<file path="src/touch_acq_pkg.sv">
// Constants and types shared by the touch acquisition control block
package touch_acq_pkg;

  // ----------------------------------------
  // Register offsets
  // ----------------------------------------
  localparam logic [7:0] OFS_ACQ_SELECT = 8'h50;
  localparam logic [7:0] OFS_ACQ_COUNT = 8'h54;
  localparam logic [7:0] OFS_BURST_LENGTHS = 8'h58;
  localparam logic [7:0] OFS_DISCHARGE = 8'h5c;
  localparam logic [7:0] OFS_SPREAD = 8'h60;
  localparam logic [7:0] OFS_PAD_A_RES = 8'h64;
  localparam logic [7:0] OFS_PAD_B_RES = 8'h68;

  // ----------------------------------------
  // Field positions and widths
  // ----------------------------------------
  localparam int COUNT_LSB = 0;
  localparam int INDEX_LSB = 16;
  localparam int YIDX_LSB = 24;
  localparam int FORCE_LSB = 24;
  localparam int CURRENT_MODULE_ON_BIT = 23;
  localparam int VREF_BIT = 17;
  localparam int RSEL_BIT = 16;
  localparam int TRIM_LSB = 8;
  localparam int TRIM_W = 5;
  localparam int SRC_LSB = 0;
  localparam int PAD_W = 17;

  // ----------------------------------------
  // Reset values
  // ----------------------------------------
  localparam logic [1:0] RST_ACQ_SELECT = 2'h0;
  localparam logic [31:0] RST_ACQ_COUNT = 32'h0000_0000;
  localparam logic [31:0] RST_DISCHARGE = 32'h0000_0000;
  localparam logic [7:0] RST_SPREAD = 8'h00;
  localparam logic [16:0] RST_PAD_RES = 17'h0_0000;

  // ----------------------------------------
  // Burst timing
  // ----------------------------------------
  localparam int PRESCALE_DIV = 4;
  localparam int BASE_PULSE_TICKS = 16;

  typedef enum logic [1:0] {
    ACQ_SELF_A = 2'b00,
    ACQ_SELF_B = 2'b01,
    ACQ_MATRIX = 2'b10,
    ACQ_UNDEF = 2'b11
  } acq_type_t;

  typedef enum logic [2:0] {
    ST_IDLE = 3'b000,
    ST_NEED_BLEN = 3'b001,
    ST_BURST = 3'b010,
    ST_MEASURE = 3'b011,
    ST_HOLD = 3'b100
  } eng_state_t;

endpackage

</file>
<file path="src/burst_pulser.sv">
// Burst pulse train generator with spread-spectrum pulse length
`timescale 1ns/1ps
module burst_pulser #(
  parameter int PRESCALE = touch_acq_pkg::PRESCALE_DIV,
  parameter int BASE = touch_acq_pkg::BASE_PULSE_TICKS
) (
  input wire logic ref_clk_i,
  input wire logic rst_i,
  input wire logic start_i,
  input wire logic [7:0] reps_i,
  input wire logic spread_on_i,
  input wire logic [7:0] max_shift_i,
  output logic drive_o,
  output logic burst_phase_o,
  output logic done_o
);

  logic [7:0] pre_cnt, next_pre_cnt;
  logic [9:0] tick_cnt, next_tick_cnt;
  logic [9:0] cur_len, next_cur_len;
  logic [7:0] reps_left, next_reps_left;
  logic [8:0] lfsr, next_lfsr;
  logic next_drive, next_phase, next_done;
  logic [15:0] hi_run;

  // Pulse length deviated by at most the spread setting, never below one tick
  function automatic logic [9:0] shaped_len(input logic [8:0] rnd, input logic [7:0] max_dev,
                                           input logic on);
    logic [9:0] mag;
    mag = (rnd[7:0] > max_dev) ? {2'h0, max_dev} : {2'h0, rnd[7:0]};
    if (!on) begin
      shaped_len = 10'(BASE);
    end else if (rnd[8]) begin
      shaped_len = 10'(BASE) + mag;
    end else if (mag >= 10'(BASE)) begin
      shaped_len = 10'h001;
    end else begin
      shaped_len = 10'(BASE) - mag;
    end
  endfunction

  always_comb begin
    next_pre_cnt = pre_cnt;
    next_tick_cnt = tick_cnt;
    next_cur_len = cur_len;
    next_reps_left = reps_left;
    next_lfsr = {lfsr[7:0], lfsr[8] ^ lfsr[4]};
    next_drive = drive_o;
    next_phase = burst_phase_o;
    next_done = 1'b0;
    if (start_i) begin
      next_pre_cnt = 8'h00;
      next_tick_cnt = 10'h000;
      next_reps_left = reps_i;
      next_cur_len = shaped_len(lfsr, max_shift_i, spread_on_i);
      next_phase = (reps_i != 8'h00);
      next_drive = (reps_i != 8'h00);
      next_done = (reps_i == 8'h00);
    end else if (burst_phase_o) begin
      if (pre_cnt == 8'(PRESCALE - 1)) begin
        next_pre_cnt = 8'h00;
        if (tick_cnt + 10'h001 >= cur_len) begin
          next_tick_cnt = 10'h000;
          if (drive_o) begin
            next_drive = 1'b0;
          end else if (reps_left == 8'h01) begin
            next_phase = 1'b0;
            next_done = 1'b1;
          end else begin
            next_reps_left = reps_left - 8'h01;
            next_drive = 1'b1;
            next_cur_len = shaped_len(lfsr, max_shift_i, spread_on_i);
          end
        end else begin
          next_tick_cnt = tick_cnt + 10'h001;
        end
      end else begin
        next_pre_cnt = pre_cnt + 8'h01;
      end
    end
  end

  always_ff @(posedge ref_clk_i) begin
    if (rst_i) begin
      pre_cnt <= 8'h00;
      tick_cnt <= 10'h000;
      cur_len <= 10'h001;
      reps_left <= 8'h00;
      lfsr <= 9'h1a5;
      drive_o <= 1'b0;
      burst_phase_o <= 1'b0;
      done_o <= 1'b0;
    end else begin
      pre_cnt <= next_pre_cnt;
      tick_cnt <= next_tick_cnt;
      cur_len <= next_cur_len;
      reps_left <= next_reps_left;
      lfsr <= next_lfsr;
      drive_o <= next_drive;
      burst_phase_o <= next_phase;
      done_o <= next_done;
    end
  end

  // ----------------------------------------
  // Checks
  // ----------------------------------------
  always_ff @(posedge ref_clk_i) begin
    if (rst_i || !drive_o) begin
      hi_run <= 16'h0000;
    end else begin
      hi_run <= hi_run + 16'h0001;
    end
  end

  AST_PULSE_DEVIATION: assert property (@(posedge ref_clk_i) disable iff (rst_i)
    (drive_o && !next_drive && spread_on_i) |->
      (32'(hi_run) + 1 <= (BASE + 32'(max_shift_i)) * PRESCALE))
    else $error("Burst pulse longer than base plus deviation");

endmodule

</file>
<file path="src/cap_touch_acquisition_ctrl.sv">
// Register-controlled capacitive touch acquisition sequencer
`timescale 1ns/1ps
module cap_touch_acquisition_ctrl #(
  parameter int NUM_PAIRS = 17,
  parameter int NUM_X = 8,
  parameter int NUM_Y = 8
) (
  input wire logic ref_clk_i,
  input wire logic rst_i,
  input wire logic [7:0] addr_i,
  input wire logic [31:0] wdata_i,
  input wire logic wr_i,
  input wire logic rd_i,
  output logic [31:0] rdata_o,
  input wire logic [NUM_PAIRS-1:0] pair_en_a_i,
  input wire logic [NUM_PAIRS-1:0] pair_en_b_i,
  input wire logic [NUM_X-1:0] x_en_i,
  input wire logic [NUM_Y-1:0] y_en_i,
  input wire logic [7:0] self_burst_len_i,
  input wire logic spread_on_i,
  input wire logic meas_valid_i,
  input wire logic [15:0] meas_count_i,
  output logic meas_active_o,
  output logic [7:0] pair_or_column_index_o,
  output logic [7:0] meas_y_o,
  output logic burst_drive_o,
  output logic burst_values_needed_o,
  output logic count_data_avail_o,
  output logic acq_busy_o,
  output logic [7:0] discharge_src_en_o,
  output logic current_module_on_o,
  output logic ref_voltage_choice_o,
  output logic ref_resistor_choice_o,
  output logic [4:0] trim_o,
  output logic [16:0] ohmic_drive_a_o,
  output logic [16:0] ohmic_drive_b_o
);

  // ----------------------------------------
  // Helpers
  // ----------------------------------------
  // Returns {found, index} of the first set bit above a start point, or at it when incl is set
  function automatic logic [8:0] next_set(input logic [31:0] mask, input logic [7:0] from,
                                          input logic incl);
    logic hit;
    logic [7:0] idx;
    hit = 1'b0;
    idx = 8'h00;
    for (int i = 0; i < 32; i++) begin
      if (!hit && mask[i] && ((8'(i) > from) || (incl && (8'(i) == from)))) begin
        hit = 1'b1;
        idx = 8'(i);
      end
    end
    next_set = {hit, idx};
  endfunction

  function automatic logic [7:0] ones(input logic [31:0] mask);
    logic [7:0] n;
    n = 8'h00;
    for (int i = 0; i < 32; i++) begin
      n = n + {7'h00, mask[i]};
    end
    ones = n;
  endfunction

  logic [31:0] mask_a, mask_b, mask_x, mask_y;
  logic [7:0] y_total;
  logic wr_sel, wr_blen, rd_count;

  assign mask_a = 32'(pair_en_a_i);
  assign mask_b = 32'(pair_en_b_i);
  assign mask_x = 32'(x_en_i);
  assign mask_y = 32'(y_en_i);
  assign y_total = ones(mask_y);
  assign wr_sel = wr_i && (addr_i == touch_acq_pkg::OFS_ACQ_SELECT);
  assign wr_blen = wr_i && (addr_i == touch_acq_pkg::OFS_BURST_LENGTHS);
  assign rd_count = rd_i && (addr_i == touch_acq_pkg::OFS_ACQ_COUNT);

  // ----------------------------------------
  // Configuration registers
  // ----------------------------------------
  logic [1:0] acq_sel, next_acq_sel;
  logic [31:0] discharge_source_control, next_discharge_source_control;
  logic [7:0] spread_max_shift, next_spread_max_shift;
  logic [16:0] pad_a_res, next_pad_a_res, pad_b_res, next_pad_b_res;

  always_comb begin
    next_acq_sel = acq_sel;
    next_discharge_source_control = discharge_source_control;
    next_spread_max_shift = spread_max_shift;
    next_pad_a_res = pad_a_res;
    next_pad_b_res = pad_b_res;
    if (wr_i) begin
      case (addr_i)
        touch_acq_pkg::OFS_ACQ_SELECT: next_acq_sel = wdata_i[1:0];
        touch_acq_pkg::OFS_DISCHARGE: next_discharge_source_control = wdata_i & 32'hff83_1fff;
        touch_acq_pkg::OFS_SPREAD: next_spread_max_shift = wdata_i[7:0];
        touch_acq_pkg::OFS_PAD_A_RES: next_pad_a_res = wdata_i[16:0];
        touch_acq_pkg::OFS_PAD_B_RES: next_pad_b_res = wdata_i[16:0];
        default: next_acq_sel = acq_sel;
      endcase
    end
  end

  always_ff @(posedge ref_clk_i) begin
    if (rst_i) begin
      acq_sel <= touch_acq_pkg::RST_ACQ_SELECT;
      discharge_source_control <= touch_acq_pkg::RST_DISCHARGE;
      spread_max_shift <= touch_acq_pkg::RST_SPREAD;
      pad_a_res <= touch_acq_pkg::RST_PAD_RES;
      pad_b_res <= touch_acq_pkg::RST_PAD_RES;
    end else begin
      acq_sel <= next_acq_sel;
      discharge_source_control <= next_discharge_source_control;
      spread_max_shift <= next_spread_max_shift;
      pad_a_res <= next_pad_a_res;
      pad_b_res <= next_pad_b_res;
    end
  end

  // ----------------------------------------
  // Acquisition sequencer
  // ----------------------------------------
  touch_acq_pkg::eng_state_t state, next_state;
  touch_acq_pkg::acq_type_t acq_type, next_acq_type;
  logic [7:0] cur_x, next_cur_x, cur_y, next_cur_y;
  logic [7:0] y_slot, next_y_slot, fill, next_fill;
  logic [7:0] burst_mem [NUM_Y];
  logic [7:0] next_burst_mem [NUM_Y];
  logic [31:0] result, next_result;
  logic avail, next_avail, pulse_start, next_pulse_start;
  logic pulse_done, burst_phase;
  logic [8:0] first_pair, first_x, first_y, step_pair, step_x, step_y;
  logic [31:0] self_mask;

  assign self_mask = (acq_type == touch_acq_pkg::ACQ_SELF_B) ? mask_b : mask_a;
  assign step_pair = next_set(self_mask, cur_x, 1'b0);
  assign step_y = next_set(mask_y, cur_y, 1'b0);
  assign step_x = next_set(mask_x, cur_x, 1'b0);
  assign first_x = next_set(mask_x, 8'h00, 1'b1);
  assign first_y = next_set(mask_y, 8'h00, 1'b1);
  assign first_pair = next_set((wdata_i[1:0] == touch_acq_pkg::ACQ_SELF_B) ? mask_b : mask_a,
                               8'h00, 1'b1);

  always_comb begin
    next_state = state;
    next_acq_type = acq_type;
    next_cur_x = cur_x;
    next_cur_y = cur_y;
    next_y_slot = y_slot;
    next_fill = fill;
    next_burst_mem = burst_mem;
    next_result = result;
    next_avail = avail;
    next_pulse_start = 1'b0;
    if (rd_count) begin
      next_avail = 1'b0;
    end
    if (wr_blen && (state == touch_acq_pkg::ST_NEED_BLEN) && (fill < y_total)) begin
      for (int k = 0; k < 4; k++) begin
        if (32'(fill) + k < NUM_Y) begin
          next_burst_mem[32'(fill) + k] = wdata_i[31 - 8 * k -: 8];
        end
      end
      next_fill = fill + 8'h04;
    end
    case (state)
      touch_acq_pkg::ST_IDLE: begin
        next_state = touch_acq_pkg::ST_IDLE;
      end
      touch_acq_pkg::ST_NEED_BLEN: begin
        if (fill >= y_total) begin
          next_state = touch_acq_pkg::ST_BURST;
          next_pulse_start = 1'b1;
        end
      end
      touch_acq_pkg::ST_BURST: begin
        if (pulse_done) begin
          next_state = touch_acq_pkg::ST_MEASURE;
        end
      end
      touch_acq_pkg::ST_MEASURE: begin
        if (meas_valid_i) begin
          next_result = {cur_y, cur_x, meas_count_i};
          next_avail = 1'b1;
          next_state = touch_acq_pkg::ST_HOLD;
        end
      end
      touch_acq_pkg::ST_HOLD: begin
        if (!avail) begin
          next_state = touch_acq_pkg::ST_IDLE;
          if (acq_type != touch_acq_pkg::ACQ_MATRIX) begin
            if (step_pair[8]) begin
              next_cur_x = step_pair[7:0];
              next_state = touch_acq_pkg::ST_BURST;
              next_pulse_start = 1'b1;
            end
          end else if (step_y[8]) begin
            next_cur_y = step_y[7:0];
            next_y_slot = y_slot + 8'h01;
            next_state = touch_acq_pkg::ST_BURST;
            next_pulse_start = 1'b1;
          end else if (step_x[8]) begin
            next_cur_x = step_x[7:0];
            next_cur_y = first_y[7:0];
            next_y_slot = 8'h00;
            next_fill = 8'h00;
            next_state = touch_acq_pkg::ST_NEED_BLEN;
          end
        end
      end
      default: next_state = touch_acq_pkg::ST_IDLE;
    endcase
    if (wr_sel) begin
      next_acq_type = touch_acq_pkg::acq_type_t'(wdata_i[1:0]);
      next_cur_y = 8'h00;
      next_y_slot = 8'h00;
      next_fill = 8'h00;
      next_state = touch_acq_pkg::ST_IDLE;
      if (wdata_i[1:0] == touch_acq_pkg::ACQ_MATRIX) begin
        if (first_x[8] && first_y[8]) begin
          next_cur_x = first_x[7:0];
          next_cur_y = first_y[7:0];
          next_state = touch_acq_pkg::ST_NEED_BLEN;
        end
      end else if (wdata_i[1:0] != touch_acq_pkg::ACQ_UNDEF && first_pair[8]) begin
        next_cur_x = first_pair[7:0];
        next_state = touch_acq_pkg::ST_BURST;
        next_pulse_start = 1'b1;
      end
    end
  end

  always_ff @(posedge ref_clk_i) begin
    if (rst_i) begin
      state <= touch_acq_pkg::ST_IDLE;
      acq_type <= touch_acq_pkg::ACQ_SELF_A;
      cur_x <= 8'h00;
      cur_y <= 8'h00;
      y_slot <= 8'h00;
      fill <= 8'h00;
      result <= touch_acq_pkg::RST_ACQ_COUNT;
      avail <= 1'b0;
      pulse_start <= 1'b0;
      for (int i = 0; i < NUM_Y; i++) begin
        burst_mem[i] <= 8'h00;
      end
    end else begin
      state <= next_state;
      acq_type <= next_acq_type;
      cur_x <= next_cur_x;
      cur_y <= next_cur_y;
      y_slot <= next_y_slot;
      fill <= next_fill;
      result <= next_result;
      avail <= next_avail;
      pulse_start <= next_pulse_start;
      burst_mem <= next_burst_mem;
    end
  end

  burst_pulser u_pulser (
    .ref_clk_i(ref_clk_i),
    .rst_i(rst_i),
    .start_i(pulse_start),
    .reps_i((acq_type == touch_acq_pkg::ACQ_MATRIX) ? burst_mem[y_slot[2:0]] :
            self_burst_len_i),
    .spread_on_i(spread_on_i),
    .max_shift_i(spread_max_shift),
    .drive_o(burst_drive_o),
    .burst_phase_o(burst_phase),
    .done_o(pulse_done)
  );

  // ----------------------------------------
  // Read port and outputs
  // ----------------------------------------
  logic [31:0] next_rdata;
  logic [7:0] next_dis;
  logic next_needed, next_meas, next_busy;

  always_comb begin
    next_rdata = 32'h0000_0000;
    if (rd_i) begin
      case (addr_i)
        touch_acq_pkg::OFS_ACQ_SELECT: next_rdata = {30'h0, acq_sel};
        touch_acq_pkg::OFS_ACQ_COUNT: next_rdata = result;
        touch_acq_pkg::OFS_DISCHARGE: next_rdata = discharge_source_control;
        touch_acq_pkg::OFS_SPREAD: next_rdata = {24'h0, spread_max_shift};
        touch_acq_pkg::OFS_PAD_A_RES: next_rdata = {15'h0, pad_a_res};
        touch_acq_pkg::OFS_PAD_B_RES: next_rdata = {15'h0, pad_b_res};
        default: next_rdata = 32'h0000_0000;
      endcase
    end
    next_meas = (next_state == touch_acq_pkg::ST_MEASURE);
    next_busy = (next_state != touch_acq_pkg::ST_IDLE);
    next_dis = 8'h00;
    if (discharge_source_control[touch_acq_pkg::CURRENT_MODULE_ON_BIT]) begin
      next_dis = discharge_source_control[touch_acq_pkg::FORCE_LSB +: 8] |
                 (discharge_source_control[touch_acq_pkg::SRC_LSB +: 8] & {8{next_meas}});
    end
    next_needed = (next_state == touch_acq_pkg::ST_NEED_BLEN) && (next_fill < y_total);
  end

  always_ff @(posedge ref_clk_i) begin
    if (rst_i) begin
      rdata_o <= 32'h0000_0000;
      discharge_src_en_o <= 8'h00;
      burst_values_needed_o <= 1'b0;
      meas_active_o <= 1'b0;
      acq_busy_o <= 1'b0;
      ohmic_drive_a_o <= 17'h0_0000;
      ohmic_drive_b_o <= 17'h0_0000;
    end else begin
      rdata_o <= next_rdata;
      discharge_src_en_o <= next_dis;
      burst_values_needed_o <= next_needed;
      meas_active_o <= next_meas;
      acq_busy_o <= next_busy;
      ohmic_drive_a_o <= pad_a_res & {touch_acq_pkg::PAD_W{burst_phase}};
      ohmic_drive_b_o <= pad_b_res & {touch_acq_pkg::PAD_W{burst_phase}};
    end
  end

  assign count_data_avail_o = avail;
  assign pair_or_column_index_o = cur_x;
  assign meas_y_o = cur_y;
  assign current_module_on_o = discharge_source_control[touch_acq_pkg::CURRENT_MODULE_ON_BIT];
  assign ref_voltage_choice_o = discharge_source_control[touch_acq_pkg::VREF_BIT];
  assign ref_resistor_choice_o = discharge_source_control[touch_acq_pkg::RSEL_BIT];
  assign trim_o = discharge_source_control[touch_acq_pkg::TRIM_LSB +: touch_acq_pkg::TRIM_W];

  // ----------------------------------------
  // Checks
  // ----------------------------------------
  AST_SELECT_STARTS: assert property (@(posedge ref_clk_i) disable iff (rst_i)
    (wr_sel && wdata_i[1:0] == touch_acq_pkg::ACQ_SELF_A && pair_en_a_i != '0) |=>
      (state == touch_acq_pkg::ST_BURST) ##1 burst_phase)
    else $error("Selection write did not start a burst");

  AST_SELECT_READBACK: assert property (@(posedge ref_clk_i) disable iff (rst_i)
    (wr_sel ##1 !wr_sel ##1 (rd_i && addr_i == touch_acq_pkg::OFS_ACQ_SELECT)) |=>
      (rdata_o == {30'h0, $past(wdata_i[1:0], 3)}))
    else $error("Selection readback differs from last write");

  AST_COUNT_READ: assert property (@(posedge ref_clk_i) disable iff (rst_i)
    rd_count |=> (rdata_o == $past(result)))
    else $error("Count read returned wrong word");

  AST_SELF_Y_ZERO: assert property (@(posedge ref_clk_i) disable iff (rst_i)
    ($rose(avail) && acq_type != touch_acq_pkg::ACQ_MATRIX) |-> (result[31:24] == 8'h00))
    else $error("Self-capacitance result with nonzero Y");

  AST_NEED_FLAG: assert property (@(posedge ref_clk_i) disable iff (rst_i)
    (state == touch_acq_pkg::ST_NEED_BLEN && fill < y_total) |-> burst_values_needed_o)
    else $error("Burst values needed flag low while waiting");

  AST_GLOBAL_OFF: assert property (@(posedge ref_clk_i) disable iff (rst_i)
    !discharge_source_control[touch_acq_pkg::CURRENT_MODULE_ON_BIT] |=> (discharge_src_en_o == 8'h00))
    else $error("Discharge source on while module disabled");

  AST_FORCE_ON: assert property (@(posedge ref_clk_i) disable iff (rst_i)
    (discharge_source_control[touch_acq_pkg::CURRENT_MODULE_ON_BIT] && $stable(discharge_source_control)) |=>
      ((discharge_src_en_o & $past(discharge_source_control[31:24])) == $past(discharge_source_control[31:24])))
    else $error("Forced discharge source not on");

  AST_SOURCE_OFF: assert property (@(posedge ref_clk_i) disable iff (rst_i)
    (state != touch_acq_pkg::ST_MEASURE && next_state != touch_acq_pkg::ST_MEASURE) |=>
      (discharge_src_en_o == $past(discharge_source_control[31:24] & {8{discharge_source_control[23]}})))
    else $error("Discharge source on outside measurement");

  AST_CONSUME: assert property (@(posedge ref_clk_i) disable iff (rst_i)
    (rd_count && avail) |=> !avail)
    else $error("Count read did not consume the result");

  AST_IGNORE_BLEN: assert property (@(posedge ref_clk_i) disable iff (rst_i)
    (wr_blen && !burst_values_needed_o && !wr_sel && state != touch_acq_pkg::ST_HOLD) |=>
      $stable(fill))
    else $error("Burst write accepted without request");

  AST_PAD_OHMIC: assert property (@(posedge ref_clk_i) disable iff (rst_i)
    !$past(burst_phase) |-> (ohmic_drive_a_o == 17'h0_0000 && ohmic_drive_b_o == 17'h0_0000))
    else $error("Resistive drive outside burst phase");

endmodule

</file>
<file path="config.mk">
export PLATFORM = sky130hd
export DESIGN_NAME = cap_touch_acquisition_ctrl
export DESIGN_NICKNAME = d
export VERILOG_FILES = /design/src/touch_acq_pkg.sv /design/src/burst_pulser.sv /design/src/cap_touch_acquisition_ctrl.sv
export SDC_FILE = /design/constraint.sdc
export NUM_CORES = 1
export LEC_CHECK = 0
export BUFFER_PORTS_ARGS = -buffer_cell sky130_fd_sc_hd__buf_2
export CORE_MARGIN = 4
export CORE_UTILIZATION = 50
export DETAILED_ROUTE_END_ITERATION = 16
export GPL_ROUTABILITY_DRIVEN = 0
export PLACE_DENSITY = 0.79
export SYNTH_ARGS = -nofsm -noshare
export SYNTH_HDL_FRONTEND = slang
export SYNTH_SLANG_ARGS = --single-unit
export TNS_END_PERCENT = 5
</file>
<file path="constraint.sdc">
create_clock -name ref_clk_i -period 8.3 [get_ports ref_clk_i]
set_input_delay 1.66 -clock ref_clk_i [delete_from_list [all_inputs] [get_ports ref_clk_i]]
set_output_delay 1.66 -clock ref_clk_i [all_outputs]
set_load 0.02 [all_outputs]
</file>
### Yosys cells after proc, flatten, opt, wreduce, memory -nomap -nowiden

Cells that the tools add are included.

| word-level totals | value |
|---|---|
| register bits after elaboration | 328 |
| bits of input ports | 120 |
| output and inout bits | 103 |
| word-level logic and storage cells | 715 |

| cells by class | value |
|---|---|
| add/subtract/negate cells | 17 |
| magnitude comparators | 59 |
| eq/ne operators | 25 |
| mux-type cells | 299 |
| bitwise logic cells | 14 |
| reduce and logical (&&, ||, !) cells | 264 |

Operator list:

| operator | number |
|---|---|
| $mux W8 | 105 |
| $mux W64 | 7 |
| $bwmux W64 | 4 |
| $pmux W32 S6 | 1 |
| $ge A33 B4 Y1 const B | 4 |
| $lt A33 B1 Y1 const B | 4 |
| $mux W1 | 132 |
| $gt A5 B8 Y1 const A | 16 |
| $logic_and A1 B1 Y1 | 120 |
| $mux W10 | 10 |
| $not A9 Y33 | 3 |
| $demux W8 S3 | 4 |
| $lt A32 B4 Y1 const B | 3 |
| $logic_not A1 Y1 | 90 |
| $gt A3 B8 Y1 const A | 8 |
| $gt A4 B8 Y1 const A | 8 |
| $mux W3 | 19 |
| $eq A8 B7 Y1 const B | 7 |
| $and A17 B17 Y17 | 2 |
| $mux W17 | 2 |
| $not A8 Y33 | 1 |
| $gt A1 B8 Y1 const A | 4 |
| $gt A2 B8 Y1 const A | 4 |
| $logic_and A1 B1 Y1 const B | 30 |
| other kinds (48) | 90 |

### Longest topological paths before layout

| depth | value |
|---|---|
| word-level depth | 136 |
| mapped depth | 22 |
| gate-level depth less buffers | 21 |

### Cells and area by module

A second synthesis with hierarchy kept.

| unflattened totals | value |
|---|---|
| cell total of the unflattened synthesis | 2,292 |
| area total of the unflattened synthesis | 18,046.1 um^2 |

By module, submodules not included:

| module | instances | cells an instance | area each (um^2) | seq. area each (um^2) |
|---|---|---|---|---|
| cap_touch_acquisition_ctrl | 1 | 1,927 | 15,010.6 | 5,265.0 |
| burst_pulser | 1 | 365 | 3,035.4 | 960.9 |

### Worst setup path after synthesis

Ideal clock, no wire load.

| timing | value |
|---|---|
| kind | in2reg |
| start point | input port y_en_i[0] |
| end point | register burst_values_needed_o |
| setup time | 91 ps |
| arrival time | 6,976 ps |
| setup slack | 1,233 ps |
| stages | 22 |
| path through | fa_1 > inv_1 > fa_1 > fa_1 > inv_1 > ha_1 > fa_1 > inv_1 > ha_1 > nor2b_1 > o21a_1 > o21ai_0 > nand2_1 > or4_1 > clkbuf_1 > clkbuf_1 > a21oi_1 > nor3_1 > ha_1 > a21o_1 > a2111oi_0 > nor4bb_1 |

| on the way | value |
|---|---|
| longest elaborated chain between the ends | 37 |
| elaborated cells between the ends (all ways) | 81 |
| classes of those cells | add/sub (7); order compare (3); eq/ne (1); mux (31); reduce/logical (39) |

RTL lines:

| item | RTL line | text |
|---|---|---|
| start, declared | cap_touch_acquisition_ctrl.sv:18 | `input wire logic [NUM_Y-1:0] y_en_i,` |
| branches (longest 33 deep; another with $add A7 B1 Y8) | -- |  |
| $mux W8 (*) | cap_touch_acquisition_ctrl.sv:168 | `case (state)` |
| $mux W8 (*) | cap_touch_acquisition_ctrl.sv:215 | `if (wr_sel) begin` |
| net next_fill[3] | cap_touch_acquisition_ctrl.sv:128 | `logic [7:0] y_slot, next_y_slot, fill, next_fill;` |
| $lt A8 B8 Y1 (*) | cap_touch_acquisition_ctrl.sv:303 | `next_needed = (next_state == touch_acq_pkg::ST_NEED_BLEN) && (next_fill < y_total);` |
| $logic_and A1 B1 Y1 (*) | cap_touch_acquisition_ctrl.sv:303 |  |
| end signal, assigned | cap_touch_acquisition_ctrl.sv:318 | `burst_values_needed_o <= next_needed;` |
| end, declared | cap_touch_acquisition_ctrl.sv:27 | `output logic burst_values_needed_o,` |

Mark *: on every way through the listed nets, which the timed path passes.
A chain may end at the register's enable or synchronous reset.

### Final worst setup path

Same ends and word-level chain as after synthesis.

==> impl_results.md <==
* Status: completed
* FP Rows at 69
* Max transition margin at 23.2%
* CTS H-tree lvls at 2
* IO Port Bufs at 217
* Critical Path End Type: flip-flop
* Cell Chain, Critical Path: buf_2 > fa_1 > inv_1 > fa_1 > fa_1 > inv_1 > ha_1 > fa_1 > inv_1 > ha_1 > nor2b_1 > o21a_1 > o21ai_0 > nand2_1 > or4_1 > a21oi_1 > nor3_1 > ha_1 > a21o_1 > a2111oi_0 > nor4bb_1
* Top cell by count, worst path: fa_1
* Final setup TNS at 0 ns
* Nets@finish at 2488
* Io pins at 223
* # fillers at 3136
* Final setup fails at 0
* Number of synthesized flops with an enable pin at 0
* Die H at 198 µm
* Worst Path Required at 8.72 ns
* Startpoint Class: primary input
* Drc violations at 0
* CTS max path bufs at 3
* Yosys reg bits at 311
* Tcrit/Tclk final at 84.9%
* Routed len/inst at 21.2 µm
* Clk root buf: clkbuf_16
* First-pass GRT wire length at 90300 µm
* Fraction of layout cells with a size suffix above 1 at 15.3%
* Synth Flop Type: dfxtp_1
* Synth async-reset ratio at 0%
* CTS resizes at 0
* Core area at 35500 µm²
* Final Hold Viols at 0
* R2R setup slack at 3.95 ns
* Die area at 39000 µm²
* Delay-heaviest family, CP: adder cells
* Post-synth top area share at 34.7%
* Worst path arrival time at 7.47 ns
* Die W at 198 µm
* Post-Synthesis Cells at 2207
* VDD IR-drop max at 0.148 mV
* Setup Fix Bufs, Post-CTS at 0
* DR vias/cell at 6.35
* RSZ-0062 raised after global routing: false
* Netlist Area Pre-Place at 18000 µm²
* Hold crit path type: flip-flop to flip-flop
* DRT antenna net count at 0
* Synth cell types at 86
* TritonCTS clock tree: yes
* Antenna violations before repair at 2
* Synthesized area per cell at 8.14 µm²
* CP Max Fanout at 19
* Multi-input gate area at 10800 µm²
* DP Area at 19000 µm²
* CP bufs+invs at 4
* Vias in the first global route at 16700
* All-layer global routing usage at 28.4%
* Max cap viols at 0
* Register area at 6230 µm²
* Final global-route overflow total at 0
* Total clock sinks at 311
* Initial Utilization at 50.6%
* Post-DP HPWL at 42500 µm
* Layout Cell Area excl Fill at 20200 µm²
* Num CTS Buffers at 35
* Hold_buf cts at 0
* Initial DRC count at 2019
* Cell Pwr Density at 165 nW/µm²
* Area Growth Syn to Fin at 12.6%
* Synth area leader: dfxtp_1
* Worst setup path category: primary input to flip-flop
* Largest net degree at the start of global routing at 102
* Slowest stage cell, crit path: or4_1
* Yosys Warn Count at 0
* Clk_skew at 0.0180 ns
* Worst-path clk slew at 0.06 ns
* Synth top area cells: dfxtp_1 35%, mux2i_1 9.4%, nand2_1 6.4%
* Lkg Pwr at 8.43 nW
* Final min period at 7.05 ns
* Clock Latency Late Sink at 0.52 ns
* Maximum operating frequency at 142 MHz
* Wirelength, routed at 59500 µm
* CP peak stage delay at 0.84 ns
* Vias at 17800
* Slew Viols, Final at 0
* Sequential area share after synthesis at 34.7%
* Slew of the pin with the lowest slew margin at 1.15 ns
* First-pass iteration count of the detailed router at 7
## cell type report
class	instances	share of cell area, %
Antenna cell	8	0.0990
Clock inverter	15	0.866
Multi-Input combinational cell	1668	53.4
Tap cell	461	2.85
Inverter	70	1.30
Clock buffer	47	4.85
Sequential cell	311	30.8
Timing Repair Buffer	229	5.83
## metrics by stage
| stage | power (mW) | utilization [%] | hold WS [ns] | worst slack, ns | cells |
|---|---|---|---|---|---|
| finish | 3.33 | 57.0 | 0.451 | 1.25 | 2809 |
| global route | 3.42 | 56.9 | 0.471 | 0.954 | 2803 |
| CTS | 3.33 | 56.9 | 0.453 | 1.29 | 2801 |
| detailed placement | 1.79 | 53.7 | 0.442 | 0.789 | 2739 |
| global placement | 1.78 | 53.7 | 0.440 | 0.844 | 2739 |
| floorplan | 1.69 | - | 0.430 | 1.23 | 2211 |
## final timing paths
| kind | start | endpoint | cells after the start |
|---|---|---|---|
| max | y_en_i[0] | burst_values_needed_o | 21 |
| min | result[18] | result[18] | 2 |
| max reg2reg | fill[0] | burst_values_needed_o | 13 |
| min reg2reg | result[18] | result[18] | 2 |
## synth_stat cells, types with 6 or more instances
cell,instances
and3_1,21
mux2i_1,168
a21oi_1,153
or2_2,8
nor2b_1,28
a22oi_1,6
nor4_1,12
clkbuf_1,111
mux2_2,35
dfxtp_1,311
and2_1,56
o211ai_1,21
a2111oi_0,6
nand2b_1,22
a211oi_1,29
inv_1,70
buf_4,11
or3_1,9
a21o_1,14
o21ai_0,112
nand3_1,58
nand2_1,308
or4_1,9
nand4_1,19
a31oi_1,16
xor2_1,13
clkbuf_2,8
xnor2_1,20
a222oi_1,11
o2bb2ai_1,8
nor2_1,215
a221oi_1,20
o22ai_1,38
mux4_2,16
a22o_1,12
o211a_1,7
nor3_1,26
buf_1,19
o21a_1,10
o31ai_1,9
buf_2,10
ha_1,49
## logic make-up after synthesis
| group | synth area share, % |
|---|---|
| adder cells (fa/ha/maj) | 3.92 |
| AO/OA/AOI/OAI | 19.5 |
| AND/OR/NAND/NOR | 21.1 |
| flip-flops | 34.7 |
| other | 0.0209 |
| buffers and inverters | 5.33 |
| multiplexers | 13.8 |
| XOR/XNOR | 1.61 |
## layout by cell type (no fill, tap or decap), drive strengths merged, types with 9 or more instances in the layout
master,count
a211oi,29
a21o,14
a21oi,153
a221oi,20
a222oi,11
a22o,12
a31oi,16
and2,56
and3,21
buf,229
clkbuf,47
dfxtp,311
ha,49
inv,72
mux2,38
mux2i,168
mux4,16
nand2,308
nand2b,22
nand3,58
nand4,20
nor2,215
nor2b,28
nor3,27
nor4,13
o211ai,21
o21a,10
o21ai,116
o22ai,38
o31ai,9
or2,10
or3,9
or4,9
xnor2,20
xor2,13
## worst register-to-register path: stages, from the launching register on
cell       delay, ns
dfxtp_1         0.60
inv_1           0.45
ha_1            0.21
nor2b_1         0.04
o21a_1          0.15
o21ai_0         0.28
nand2_1         0.13
or4_1           0.84
a21oi_1         0.31
nor3_1          0.08
ha_1            0.36
a21o_1          0.18
a2111oi_0       0.34
nor4bb_1        0.29
## power breakdown
group          switching [mW]  internal, mW  leakage [nW]  total (mW)
Clock                   0.643         0.929         0.558        1.57
Combinational           0.169        0.0910          5.37       0.260
Sequential            0.00624          1.50          2.51        1.50
Total                   0.818          2.52          8.43        3.33
## sequential cells by signal, summed over array words and instances, names as in the netlist, 8 cells and up
| name | flops |
|---|---|
| burst_mem | 64 |
| rdata_o | 32 |
| result | 27 |
| discharge_source_control | 24 |
| ohmic_drive_a_o | 17 |
| ohmic_drive_b_o | 17 |
| pad_a_res | 17 |
| pad_b_res | 17 |
| u_pulser.cur_len | 10 |
| u_pulser.tick_cnt | 10 |
| u_pulser.lfsr | 9 |
| discharge_src_en_o | 8 |
| fill | 8 |
| pair_or_column_index_o | 8 |
| spread_max_shift | 8 |
| u_pulser.pre_cnt | 8 |
| u_pulser.reps_left | 8 |
## layer usage
metal	share of wire, %	vias up	track usage (%)
li1	-	8086	-
met1	40	8428	37.7
met2	45	1081	45.3
met3	10	238	5.03
met4	5.2	0	13.0
met5	0	-	0
(Power assumes the default switching activity.)
